$ cat src/design/serial_link_status_map.svh
// Register map, field positions and timing counts of the serial link status block
//
// Contract
// - Eight link-active flags, units zero to seven
// - Flags also set in controller link slaves
// - All flags and bits clear at reset
// - Writing one to restart bit reinitialises port
// - Restart bit self-clears after restart completes
// - Error bits: parity2 framing3 overrun4 timeout5
// - Detected port faults recorded in error field
// - Terminal link mode records only timeout
// - Polling side records only timeout
// - Polled side records timeout overrun framing
// - Polling side retries after error automatically
// - Traffic resumes once error cause is gone
// - Error flags held until port restart
// - Busy flag set on settings update until applied
`ifndef SERIAL_LINK_STATUS_MAP_SVH
`define SERIAL_LINK_STATUS_MAP_SVH

// ----------------------------------------------------------------
// Register byte offsets
// ----------------------------------------------------------------
`define REG_LINK_ACTIVE 8'h00
`define REG_RESTART 8'h04
`define REG_ERRORS 8'h08
`define REG_BUSY 8'h0C
`define REG_CONTROL 8'h10
`define REG_IRQ_STATUS 8'h14
`define REG_IRQ_ENABLE 8'h18
`define REG_IRQ_CLEAR 8'h1C

// ----------------------------------------------------------------
// Field positions
// ----------------------------------------------------------------
`define ERR_PARITY 2
`define ERR_FRAMING 3
`define ERR_OVERRUN 4
`define ERR_TIMEOUT 5
`define CTL_MODE_LO 0
`define CTL_POLLING 2
`define CTL_UPDATE 3
`define IRQ_ERROR 0
`define IRQ_RESTART_DONE 1
`define IRQ_SETTINGS_DONE 2

// ----------------------------------------------------------------
// Reset values and masks
// ----------------------------------------------------------------
`define RST_BYTE 8'h00
`define ERR_MASK_TERMINAL 8'h20
`define ERR_MASK_POLLING 8'h20
`define ERR_MASK_POLLED 8'h38

// ----------------------------------------------------------------
// Timing counts
// ----------------------------------------------------------------
`define RESTART_CYCLES 8
`define SETTINGS_CYCLES 16
`define RETRY_CYCLES 32

`endif

$ cat src/design/serial_link_pkg.sv
// Types shared by the serial link status block
package serial_link_pkg;
  // Link mode of the port
  typedef enum logic [1:0] {
    MODE_OFF,
    MODE_TERMINAL,
    MODE_CONTROLLER
  } link_mode_t;
  // Restart sequencer states
  typedef enum logic [1:0] {
    RS_IDLE,
    RS_FLUSH,
    RS_DONE
  } restart_state_t;
endpackage

$ cat src/design/countdown_if.sv
// Interface between the status block and its countdown timer
`timescale 1ns/1ps
`default_nettype none
interface countdown_if;
  logic load; // Start the count
  logic [7:0] count; // Cycles to count
  logic done; // One-cycle pulse at expiry
  logic busy; // Counting
  modport owner (output load, output count, input done, input busy);
  modport timer (input load, input count, output done, output busy);
endinterface
`default_nettype wire

$ cat src/design/serial_link_status.sv
// Serial port link status, restart, error record and settings-change control
//
// Our own choices: the address map and register access over Wishbone.
`timescale 1ns/1ps
`default_nettype none
`include "serial_link_status_map.svh"
module serial_link_status
  import serial_link_pkg::*;
(
  // Clock and reset
  input wire logic clk_i,
  input wire logic rst_i,
  // Wishbone slave
  input wire logic wb_cyc_i,
  input wire logic wb_stb_i,
  input wire logic wb_we_i,
  input wire logic [7:0] wb_adr_i,
  input wire logic [3:0] wb_sel_i,
  input wire logic [31:0] wb_dat_i,
  output logic [31:0] wb_dat_o,
  output logic wb_ack_o,
  // Port events from the serial engine
  input wire logic [7:0] unit_comm_i,
  input wire logic parity_err_i,
  input wire logic framing_err_i,
  input wire logic overrun_err_i,
  input wire logic timeout_err_i,
  // Port control toward the serial engine
  output logic port_reinit_o,
  output logic port_retry_o,
  output logic settings_apply_o,
  // Interrupt
  output logic irq_o
);
  // ----------------------------------------------------------------
  // Declarations
  // ----------------------------------------------------------------
  logic [7:0] active_q; // Link-active flags
  logic restart_q; // Restart request bit
  logic [7:0] err_q; // Sticky error record
  logic busy_q; // Settings change busy
  logic [1:0] mode_q; // Link mode field
  logic polling_q; // Polling side select
  logic [2:0] irq_st_q; // Interrupt status
  logic [2:0] irq_en_q; // Interrupt enable
  logic ack_q; // Bus acknowledge
  logic [31:0] rdat_q; // Read data
  logic [7:0] err_raw; // Raw fault vector
  logic [7:0] err_mask; // Mode-dependent enable
  logic [7:0] err_new; // Masked new faults
  logic wr_stb; // Write strobe
  logic rd_stb; // Read strobe
  logic restart_done; // Restart finished pulse
  logic settings_done; // Settings finished pulse
  logic retry_done; // Retry interval expired
  logic [7:0] retry_cnt_q; // Retry interval counter
  logic retry_pend_q; // Retry owed after fault
  restart_state_t rs_q; // Restart sequencer
  countdown_if tmr_rs(); // Restart timer
  countdown_if tmr_st(); // Settings timer

  // ----------------------------------------------------------------
  // Bus strobes
  // ----------------------------------------------------------------
  // Writes land at the edge where the master samples ack high
  // Read data is registered one edge earlier so it stands at that edge
  assign wr_stb = wb_cyc_i && wb_stb_i && wb_we_i && ack_q && wb_sel_i[0];
  assign rd_stb = wb_cyc_i && wb_stb_i && !ack_q;

  // Acknowledge one cycle after request
  always_ff @(posedge clk_i)
  begin
    if (rst_i)
      ack_q <= 1'b0;
    else
      ack_q <= wb_cyc_i && wb_stb_i && !ack_q;
  end

  // Read multiplexer, unmapped reads zero
  always_ff @(posedge clk_i)
  begin
    if (rst_i)
      rdat_q <= 32'h0000_0000;
    else if (rd_stb)
    begin
      case (wb_adr_i)
        `REG_LINK_ACTIVE: rdat_q <= {24'h000000, active_q};
        `REG_RESTART: rdat_q <= {31'h00000000, restart_q};
        `REG_ERRORS: rdat_q <= {24'h000000, err_q};
        `REG_BUSY: rdat_q <= {31'h00000000, busy_q};
        `REG_CONTROL: rdat_q <= {29'h00000000, polling_q, mode_q};
        `REG_IRQ_STATUS: rdat_q <= {29'h00000000, irq_st_q};
        `REG_IRQ_ENABLE: rdat_q <= {29'h00000000, irq_en_q};
        default: rdat_q <= 32'h0000_0000;
      endcase
    end
  end

  assign wb_ack_o = ack_q;
  assign wb_dat_o = rdat_q;

  // ----------------------------------------------------------------
  // Control register
  // ----------------------------------------------------------------
  // Mode and side select
  always_ff @(posedge clk_i)
  begin
    if (rst_i)
    begin
      mode_q <= 2'h0;
      polling_q <= 1'b0;
    end
    else if (wr_stb && wb_adr_i == `REG_CONTROL)
    begin
      mode_q <= wb_dat_i[1:0];
      polling_q <= wb_dat_i[`CTL_POLLING];
    end
  end

  // ----------------------------------------------------------------
  // Link-active flags
  // ----------------------------------------------------------------
  // Follow engine per unit in either link mode
  always_ff @(posedge clk_i)
  begin
    if (rst_i)
      active_q <= `RST_BYTE;
    else if (rs_q != RS_IDLE)
      active_q <= `RST_BYTE;
    else if (mode_q == 2'(MODE_TERMINAL) || mode_q == 2'(MODE_CONTROLLER))
      active_q <= unit_comm_i;
    else
      active_q <= `RST_BYTE;
  end

  // ----------------------------------------------------------------
  // Restart sequencer
  // ----------------------------------------------------------------
  assign tmr_rs.load = (rs_q == RS_IDLE) && restart_q;
  assign tmr_rs.count = 8'(`RESTART_CYCLES);

  // Request, flush, release
  always_ff @(posedge clk_i)
  begin
    if (rst_i)
      rs_q <= RS_IDLE;
    else
    begin
      case (rs_q)
        RS_IDLE: if (restart_q) rs_q <= RS_FLUSH;
        RS_FLUSH: if (tmr_rs.done) rs_q <= RS_DONE;
        RS_DONE: rs_q <= RS_IDLE;
        default: rs_q <= RS_IDLE;
      endcase
    end
  end

  assign restart_done = (rs_q == RS_DONE);
  // Hold engine in reinit: frames dropped, rx/tx idle
  assign port_reinit_o = (rs_q == RS_FLUSH);

  // Restart bit: software sets, hardware clears
  always_ff @(posedge clk_i)
  begin
    if (rst_i)
      restart_q <= 1'b0;
    else if (wr_stb && wb_adr_i == `REG_RESTART && wb_dat_i[0])
      restart_q <= 1'b1;
    else if (restart_done)
      restart_q <= 1'b0;
  end

  countdown_timer u_rs_timer
  (
    .clk_i(clk_i),
    .rst_i(rst_i),
    .tmr(tmr_rs.timer)
  );

  // ----------------------------------------------------------------
  // Error record
  // ----------------------------------------------------------------
  // Raw fault vector in documented bit order
  always_comb
  begin
    err_raw = 8'h00;
    err_raw[`ERR_PARITY] = parity_err_i;
    err_raw[`ERR_FRAMING] = framing_err_i;
    err_raw[`ERR_OVERRUN] = overrun_err_i;
    err_raw[`ERR_TIMEOUT] = timeout_err_i;
  end

  // Which bits each mode may report
  always_comb
  begin
    case (mode_q)
      2'(MODE_TERMINAL): err_mask = `ERR_MASK_TERMINAL;
      2'(MODE_CONTROLLER): err_mask = polling_q ? `ERR_MASK_POLLING : `ERR_MASK_POLLED;
      default: err_mask = 8'h3C;
    endcase
  end

  assign err_new = err_raw & err_mask;

  // Sticky until restart; new fault wins over clear
  always_ff @(posedge clk_i)
  begin
    if (rst_i)
      err_q <= `RST_BYTE;
    else if (restart_done)
      err_q <= err_new;
    else
      err_q <= err_q | err_new;
  end

  // ----------------------------------------------------------------
  // Polling-side retry
  // ----------------------------------------------------------------
  assign retry_done = retry_pend_q && (retry_cnt_q == 8'h00);

  // Retry RETRY_CYCLES after the last fault, no restart needed
  always_ff @(posedge clk_i)
  begin
    if (rst_i)
    begin
      retry_pend_q <= 1'b0;
      retry_cnt_q <= 8'h00;
    end
    else if (mode_q == 2'(MODE_CONTROLLER) && polling_q && err_raw != 8'h00)
    begin
      retry_pend_q <= 1'b1;
      retry_cnt_q <= 8'(`RETRY_CYCLES - 1);
    end
    else if (retry_done)
      retry_pend_q <= 1'b0;
    else if (retry_pend_q)
      retry_cnt_q <= retry_cnt_q - 8'h01;
  end

  assign port_retry_o = retry_done;

  // ----------------------------------------------------------------
  // Settings change
  // ----------------------------------------------------------------
  assign tmr_st.load = wr_stb && wb_adr_i == `REG_CONTROL && wb_dat_i[`CTL_UPDATE] && !busy_q;
  assign tmr_st.count = 8'(`SETTINGS_CYCLES);
  assign settings_done = tmr_st.done;
  assign settings_apply_o = settings_done;

  // Busy from update instruction until applied
  always_ff @(posedge clk_i)
  begin
    if (rst_i)
      busy_q <= 1'b0;
    else if (tmr_st.load)
      busy_q <= 1'b1;
    else if (settings_done)
      busy_q <= 1'b0;
  end

  countdown_timer u_st_timer
  (
    .clk_i(clk_i),
    .rst_i(rst_i),
    .tmr(tmr_st.timer)
  );

  // ----------------------------------------------------------------
  // Interrupts
  // ----------------------------------------------------------------
  // Sticky events, set beats clear
  always_ff @(posedge clk_i)
  begin
    if (rst_i)
      irq_st_q <= 3'h0;
    else
    begin
      irq_st_q <= (irq_st_q & ~((wr_stb && wb_adr_i == `REG_IRQ_CLEAR) ? wb_dat_i[2:0] : 3'h0))
        | {settings_done, restart_done, (err_new != 8'h00)};
    end
  end

  // Enable register
  always_ff @(posedge clk_i)
  begin
    if (rst_i)
      irq_en_q <= 3'h0;
    else if (wr_stb && wb_adr_i == `REG_IRQ_ENABLE)
      irq_en_q <= wb_dat_i[2:0];
  end

  assign irq_o = |(irq_st_q & irq_en_q);
endmodule
`default_nettype wire

$ cat src/design/countdown_timer.sv
// Loadable down-counter with expiry pulse
`timescale 1ns/1ps
`default_nettype none
module countdown_timer
(
  // Clock and reset
  input wire logic clk_i,
  input wire logic rst_i,
  // Control
  countdown_if.timer tmr
);
  logic [7:0] cnt_q; // Remaining cycles
  logic run_q; // Counting flag
  logic done_q; // Expiry pulse

  // Count down while running
  always_ff @(posedge clk_i)
  begin
    if (rst_i)
    begin
      cnt_q <= 8'h00;
      run_q <= 1'b0;
      done_q <= 1'b0;
    end
    else if (tmr.load)
    begin
      cnt_q <= tmr.count;
      run_q <= 1'b1;
      done_q <= 1'b0;
    end
    else if (run_q && cnt_q <= 8'h01)
    begin
      run_q <= 1'b0;
      done_q <= 1'b1;
    end
    else
    begin
      cnt_q <= run_q ? cnt_q - 8'h01 : cnt_q;
      done_q <= 1'b0;
    end
  end

  assign tmr.done = done_q;
  assign tmr.busy = run_q;
endmodule
`default_nettype wire

$ cat config.mk
export PLATFORM = sky130hd
export DESIGN_NAME = serial_link_status
export DESIGN_NICKNAME = d
export VERILOG_FILES = /design/src/design/serial_link_pkg.sv /design/src/design/countdown_if.sv /design/src/design/serial_link_status.sv /design/src/design/countdown_timer.sv
export VERILOG_INCLUDE_DIRS = /design/src /design/src/design
export SDC_FILE = /design/constraint.sdc
export NUM_CORES = 1
export LEC_CHECK = 0
export ABC_CLOCK_PERIOD_IN_PS = 2300
export BUFFER_PORTS_ARGS = -buffer_cell sky130_fd_sc_hd__buf_2
export CAP_MARGIN = 20
export CORE_MARGIN = 2
export CORE_UTILIZATION = 52
export CTS_CLUSTER_DIAMETER = 30
export DETAILED_ROUTE_END_ITERATION = 12
export GPL_ROUTABILITY_DRIVEN = 0
export PLACE_DENSITY = 0.8
export SYNTH_ARGS = -nofsm -noshare
export SYNTH_HDL_FRONTEND = slang
export SYNTH_HIERARCHICAL = 1
export SYNTH_SLANG_ARGS = --single-unit
export TNS_END_PERCENT = 10
$ cat constraint.sdc
create_clock -name clk_i -period 2.3 [get_ports clk_i]
set_input_delay 0.115 -clock clk_i [delete_from_list [all_inputs] [get_ports clk_i]]
set_output_delay 0.115 -clock clk_i [all_outputs]
set_load 0.02 [all_outputs]
==> results of run 1 <==
## Yosys cell counts (all sizes together), types with 9 or more instances
library cell / number
inv: 20
clkbuf: 12
buf: 27
a21oi: 18
o21ai: 17
nand2: 19
mux2i: 9
dfxtp: 63
nor2: 22
nor3: 11
nand3: 15
o211ai: 10
## state kept, by name, summed over array words and instances, names as in the netlist, 2 cells and up
signal / count
u_rs_timer/cnt_q: 8
active_q: 8
err_q: 4
u_st_timer/cnt_q: 8
retry_cnt_q: 8
mode_q: 2
rs_q: 2
irq_en_q: 3
irq_st_q: 3
wb_dat_o: 8
## repair_timing
action,4_1_cts,5_1_grt
setup buffers,0,0
hold buffers,8,0
endpoints found under the hold margin,8,0
## worst paths after layout
check / cells past startpoint / to / start / slack [ns]
max reg2reg: 5 / u_st_timer/cnt_q[5] / u_st_timer/cnt_q[0] / 0.46
min: 2 / active_q[2] / unit_comm_i[2] / 0.02
min reg2reg: 2 / wb_dat_o[7] / wb_dat_o[7] / 0.45
max: 5 / u_st_timer/cnt_q[5] / u_st_timer/cnt_q[0] / 0.46
## layer usage
layer | global-route usage | up-vias | routed length (microns) | part of all wire
met5 | 0 | - | 0 | 0
met4 | 0.0880 | 0 | 84 | 0.011
met3 | 0.0593 | 9 | 344 | 0.046
met2 | 0.364 | 81 | 3680 | 0.49
met1 | 0.265 | 1417 | 3330 | 0.45
li1 | - | 1460 | - | -
## logic make-up (layout without fill, tap and decap cells)
family | count (synthesis) | after routing
and+or+nand+nor | 127 | 127
AOI/OAI and AO/OA | 99 | 99
DFF | 63 | 63
buffers and inverters | 61 | 94
muxes | 12 | 12
adders and majority gates | 7 | 7
xor gates and xnor gates | 5 | 5
other | 2 | 40
## cell type report
type / instances / area, sq um
well taps: 77 / 96.3
inverters: 22 / 82.6
fillers: 543 / 2400
clock buffers: 13 / 169
multi-input cells: 290 / 1870
repair buffers: 57 / 343
clock inverters: 2 / 15.0
flip-flops and latches: 63 / 1260
## through the flow
step                 util  cell area (sq um)
floorplan               -               3450
global placement    0.572               3570
detailed placement  0.572               3570
CTS                 0.615               3840
global route        0.615               3840
finish              0.615               3840
## critical path, delay by kind of cell (launching register included)
kind | cells | cell delay (ns)
AOI/OAI and AO/OA | 3 | 1.03
buffers and inverters | 1 | 0.07
adders and majority gates | 1 | 0.25
DFF | 1 | 0.42
## power by group through the flow
stage	clock network [mW]	logic (mW)	registers, mW
3_3_place_gp	0	0.134	1.13
3_5_place_dp	0	0.138	1.13
6_report	0.886	0.151	1.10
2_1_floorplan	0	0.119	1.13
4_1_cts	0.905	0.148	1.10
5_1_grt	0.952	0.166	1.10
==> flow_summary.toml, run 1 <==
[run_status]
status = "finished clean"

[synth]
synthFlopType = "dfxtp_1"
async_flop_share = 0
synth_edf_count = 0
synth.area.mux_share = 0.0408
yosysWarnings = 6
synthAdderAreaFrac = 0.0265
ys_ff_latch = 63
syn_area_sq_um = 3310
synth_area_leaders = "dfxtp_1, buf_4, a21oi_1"
yosysSeqAreaShare = 0.381
yosys.area.top_type = "dfxtp_1"
synth.distinct_cells = 60
synth_compound_area_frac = 0.211
synth-simple-area-share = 0.228
synth_top_area_share = 0.381
yosys.area_share.xor_xnor = 0.0132
avgSynthCellArea_sq_um = 8.80
syn_inst = 376
synth_top_family_by_area = "simple AND/OR/NAND/NOR gates"

[job]
max-cap-violations = 0

[floorplan]
core_sq_um = 6240
initial_core_util = 0.530
chipHeight_microns = 83.8
die_area_sq_um = 7020
io_pins = 98
fp.dieW_microns = 83.8
rows = 29

[grt]
grt-ovfl-total = 0
grt_max_degree = 38
grt_usage = 0.218
grt_pass1_vias = 2864
grt_pass1_wl_mm = 12.5
antenna_found_initial = 0

[power_and_ir_drop]
p_clk_frac = 0.414
p_int_mw = 1.62
p_leak_nw = 1.51
power_density_nw_per_um2 = 557
switchingPower_mw = 0.519
seq_power_share = 0.515
combPwrFrac = 0.071
power_switching_share = 0.243
total_power_mw = 2.14
ir_drop_mv = 0.360

[cts]
clockBufferDepth = 2
root_buffer = "clkbuf_8"
htree_num_levels = 3
cts_tree = "done"
clk_pin_slew_ns = 0.07
clkSinkCount = 63
numCtsBuffers = 9
insertion_delay_ns = 0.33
cts_resized = 0

[detailed_routing]
viasPerCell = 5.66
ant_nets = 0
vias = 2967
dr.pass1.iters = 4
routedWlPerCell_microns = 14.2
wirelength_mm = 7.43
drtIter0Drc = 159
drc_errors = 0

[layout]
antenna_cells = 0
synthToLayoutAreaGrowth_pct = 15.9
final_common_cell = "dfxtp_1"
fin_nets = 511
final_cell_mix = "dfxtp_1, buf_2, conb_1"
stdcell_count = 524
drive_gt1_frac = 0.177

[sta]
layout_min_cycle_time_ns = 1.84
fin_crit_sh = 0.800
relSlewSlack = 0.543
skew_ns = 0.00963
layout_setup_ws_ns = 0.461
max_freq_mhz = 544
tightestPinTransition_ns = 0.685
setup_tns_ns = 0
rsz0062_at_grt = "false"
hold_ws_ns = 0.0244
setup_violations = 0
drv_slew = 0
finalHoldViolCount = 0

[critical_path]
crit_path_top_delay_cell = "o21bai_1"
slowest_delay_ns = 0.58
crit_type = "reg -> reg"
crit_path_end_kind = "register"
crit_fanout = 9
crit_arrival_ns = 2.09
worstPathCellList = "inv_1 -> ha_1 -> o21bai_1 -> o311ai_0 -> a31oi_1"
cp-start-kind = "register"
crit_required_ns = 2.55

[placed_design]
dp_cells = 501
dp_hpwl_mm = 5.25
portBuffers = 42
dp_slack_ns = 0.302

[min_path]
hp-class = "in -> reg"
No activity file was read; power rests on OpenSTA's default activity.
==> run 2: changes to the inputs <==
Settings changed: ABC_CLOCK_PERIOD_IN_PS 2300 to 1700.
Clock period 2.3 ns to 1.7 ns, I/O delays scaled along.
==> run 2 against run 1 <==
  * The run now ends with setup timing left
  * First-iteration DRC count is 43% lower
  * Non-clock buffer count increased by 23
  * Hold slack got worse by 0.0022 ns
  * Register-to-register slack worse by 0.43 ns
  * Sequential share of layout area down 1.9 points
  * Final cell count increased by 4.6%
  * Wire length increased by 8.7%
  * Clock skew down 0.0039 ns
  * Design area grew 6.8%
  * Critical path type is now reg -> out
  * Critical endpoint is now port_retry_o
  * Largest cell class unchanged
  * Highest routed layer unchanged
==> flow_summary.toml, run 2 (synthesized netlist as in run 1, its figures left out) <==
[run_status]
status = "complete, but fails checks"
violations = "setup timing"

[sta]
hold_ws_ns = 0.0222
fin_crit_sh = 1.00
finalHoldViolCount = 0
layout_setup_ws_ns = -0.00681
setup_violations = 1
drv_slew = 0
tightestPinTransition_ns = 0.587
layout_min_cycle_time_ns = 1.71
relSlewSlack = 0.608
max_freq_mhz = 586
skew_ns = 0.00573

[floorplan]
fp.dieW_microns = 83.8
die_area_sq_um = 7020
initial_core_util = 0.530
chipHeight_microns = 83.8
rows = 29
core_sq_um = 6240
io_pins = 98

[detailed_routing]
viasPerCell = 5.59
vias = 3066
drtIter0Drc = 91
routedWlPerCell_microns = 14.7
drc_errors = 0
ant_nets = 0
dr.pass1.iters = 6
wirelength_mm = 8.08

[critical_path]
regToRegStartpoint = "retry_cnt_q[2]"
crit_top_cell = "buf_4"
worstPathCellList = "nor4_4 -> buf_4 -> and3_2 -> buf_4"
crit_path_top_delay_cell = "dfxtp_1"
cp-startpoint = "retry_cnt_q[4]"
cp.depth = 4
critPathCapture = "port_retry_o"
critPathTopFamily = "simple AND/OR/NAND/NOR gates"
crit_required_ns = 1.62
crit_fanout = 5
r2r_setup_slack_ns = 0.03
worst-path-buf-inv = 2
crit_type = "reg -> out"
crit_arrival_ns = 1.62
crit-reg2reg-capture = "retry_cnt_q[5]"
crit_path_end_kind = "primary output"
cp-start-kind = "register"
reg2reg_depth = 4
slowest_delay_ns = 0.39

[layout]
final_common_cell = "dfxtp_1"
fin_nets = 534
final_cell_mix = "dfxtp_1, buf_2, conb_1"
antenna_cells = 0
synthToLayoutAreaGrowth_pct = 23.8
drive_gt1_frac = 0.248
nFillCells = 528
fin_util = 0.657
stdcell_count = 548

[min_path]
hp-start = "framing_err_i"
hp-class = "in -> reg"

[cts]
root_buffer = "clkbuf_8"
cts_tree = "done"
clk_pin_slew_ns = 0.07
htree_num_levels = 3
insertion_delay_ns = 0.34
clockBufferDepth = 2
numCtsBuffers = 9
clkSinkCount = 63

[power_and_ir_drop]
p_leak_nw = 1.65
ir_drop_mv = 0.618
power_density_nw_per_um2 = 707

[grt]
grt-ovfl-total = 0
grt_max_degree = 32
grt_pass1_wl_mm = 12.9
antenna_found_initial = 0
grt_usage = 0.225
grt_pass1_vias = 2872

[placed_design]
dp_slack_ns = 0.0386
portBuffers = 42
dp_cells = 521
dp_hpwl_mm = 5.55

[job]
max-cap-violations = 0
[run 2: changes by cell type in the layout (fill, tap and decap cells not counted), sizes merged]
cell,before,now
inv,20,23
dlygate4sd3,8,10
buf,49,70
clkbuf,13,10
clkinvlp,2,3
[run 2: repair_timing]
action | CTS | global route
endpoints found under the setup margin | 1 | 16
gates cloned | 0 | 0
endpoints found under the hold margin | 10 | 0
hold buffers | 10 | 0
pin swaps | 0 | 1
gates resized for setup | 5 | 18
setup buffers | 0 | 1
[run 2: metrics by stage]
stage / cell area (sq um) / TNS [ns] / total power [mW]
6_report: 4100 / -0.00681 / 2.90
5_1_grt: 4100 / -0.137 / 3.00
4_1_cts: 4040 / 0 / 2.92
3_5_place_dp: 3740 / 0 / 1.72
3_3_place_gp: 3740 / 0 / 1.71
2_1_floorplan: 3470 / 0 / 1.68
[run 2: per-layer routing]
layer / vias to the layer above / global-route usage / routed length (microns)
met4: 0 / 0.0953 / 173
li1: 1515 / - / -
met2: 85 / 0.388 / 4130
met5: - / 0 / 0
met3: 14 / 0.0336 / 340
met1: 1452 / 0.278 / 3440
[run 2: worst min-delay path, delay by kind of cell]
family	cells	cell delay (ns)
simple gates	1	0.08
compound gates	1	0.07
buf+inv	1	0.10
[run 2: worst min path at each step]
stage | to | slack [ns] | cells after the start
floorplan | irq_st_q[2] | 0.19 | 1
global placement | active_q[6] | 0.29 | 2
detailed placement | active_q[7] | 0.29 | 2
CTS | err_q[3] | 0.03 | 3
global route | irq_en_q[1] | 0.03 | 3
finish | err_q[3] | 0.02 | 3
[run 2: cell type report]
class	instances	area, sq um	area share
multi-input combinational	290	1940	0.473
clock inverter	6	45.0	0.0110
tap	77	96.3	0.0235
clock buffer	10	138	0.0336
inverter	22	85.1	0.0208
sequential	63	1270	0.310
timing repair buffer	80	527	0.129
[run 2: report_power, final]
group          switching, mW  internal (mW)  leakage, nW  total [mW]
sequential           0.00568           1.48        0.511        1.49
clock                  0.617          0.572       0.0849        1.19
combinational          0.144         0.0768         1.06       0.221
total                  0.766           2.13         1.65        2.90
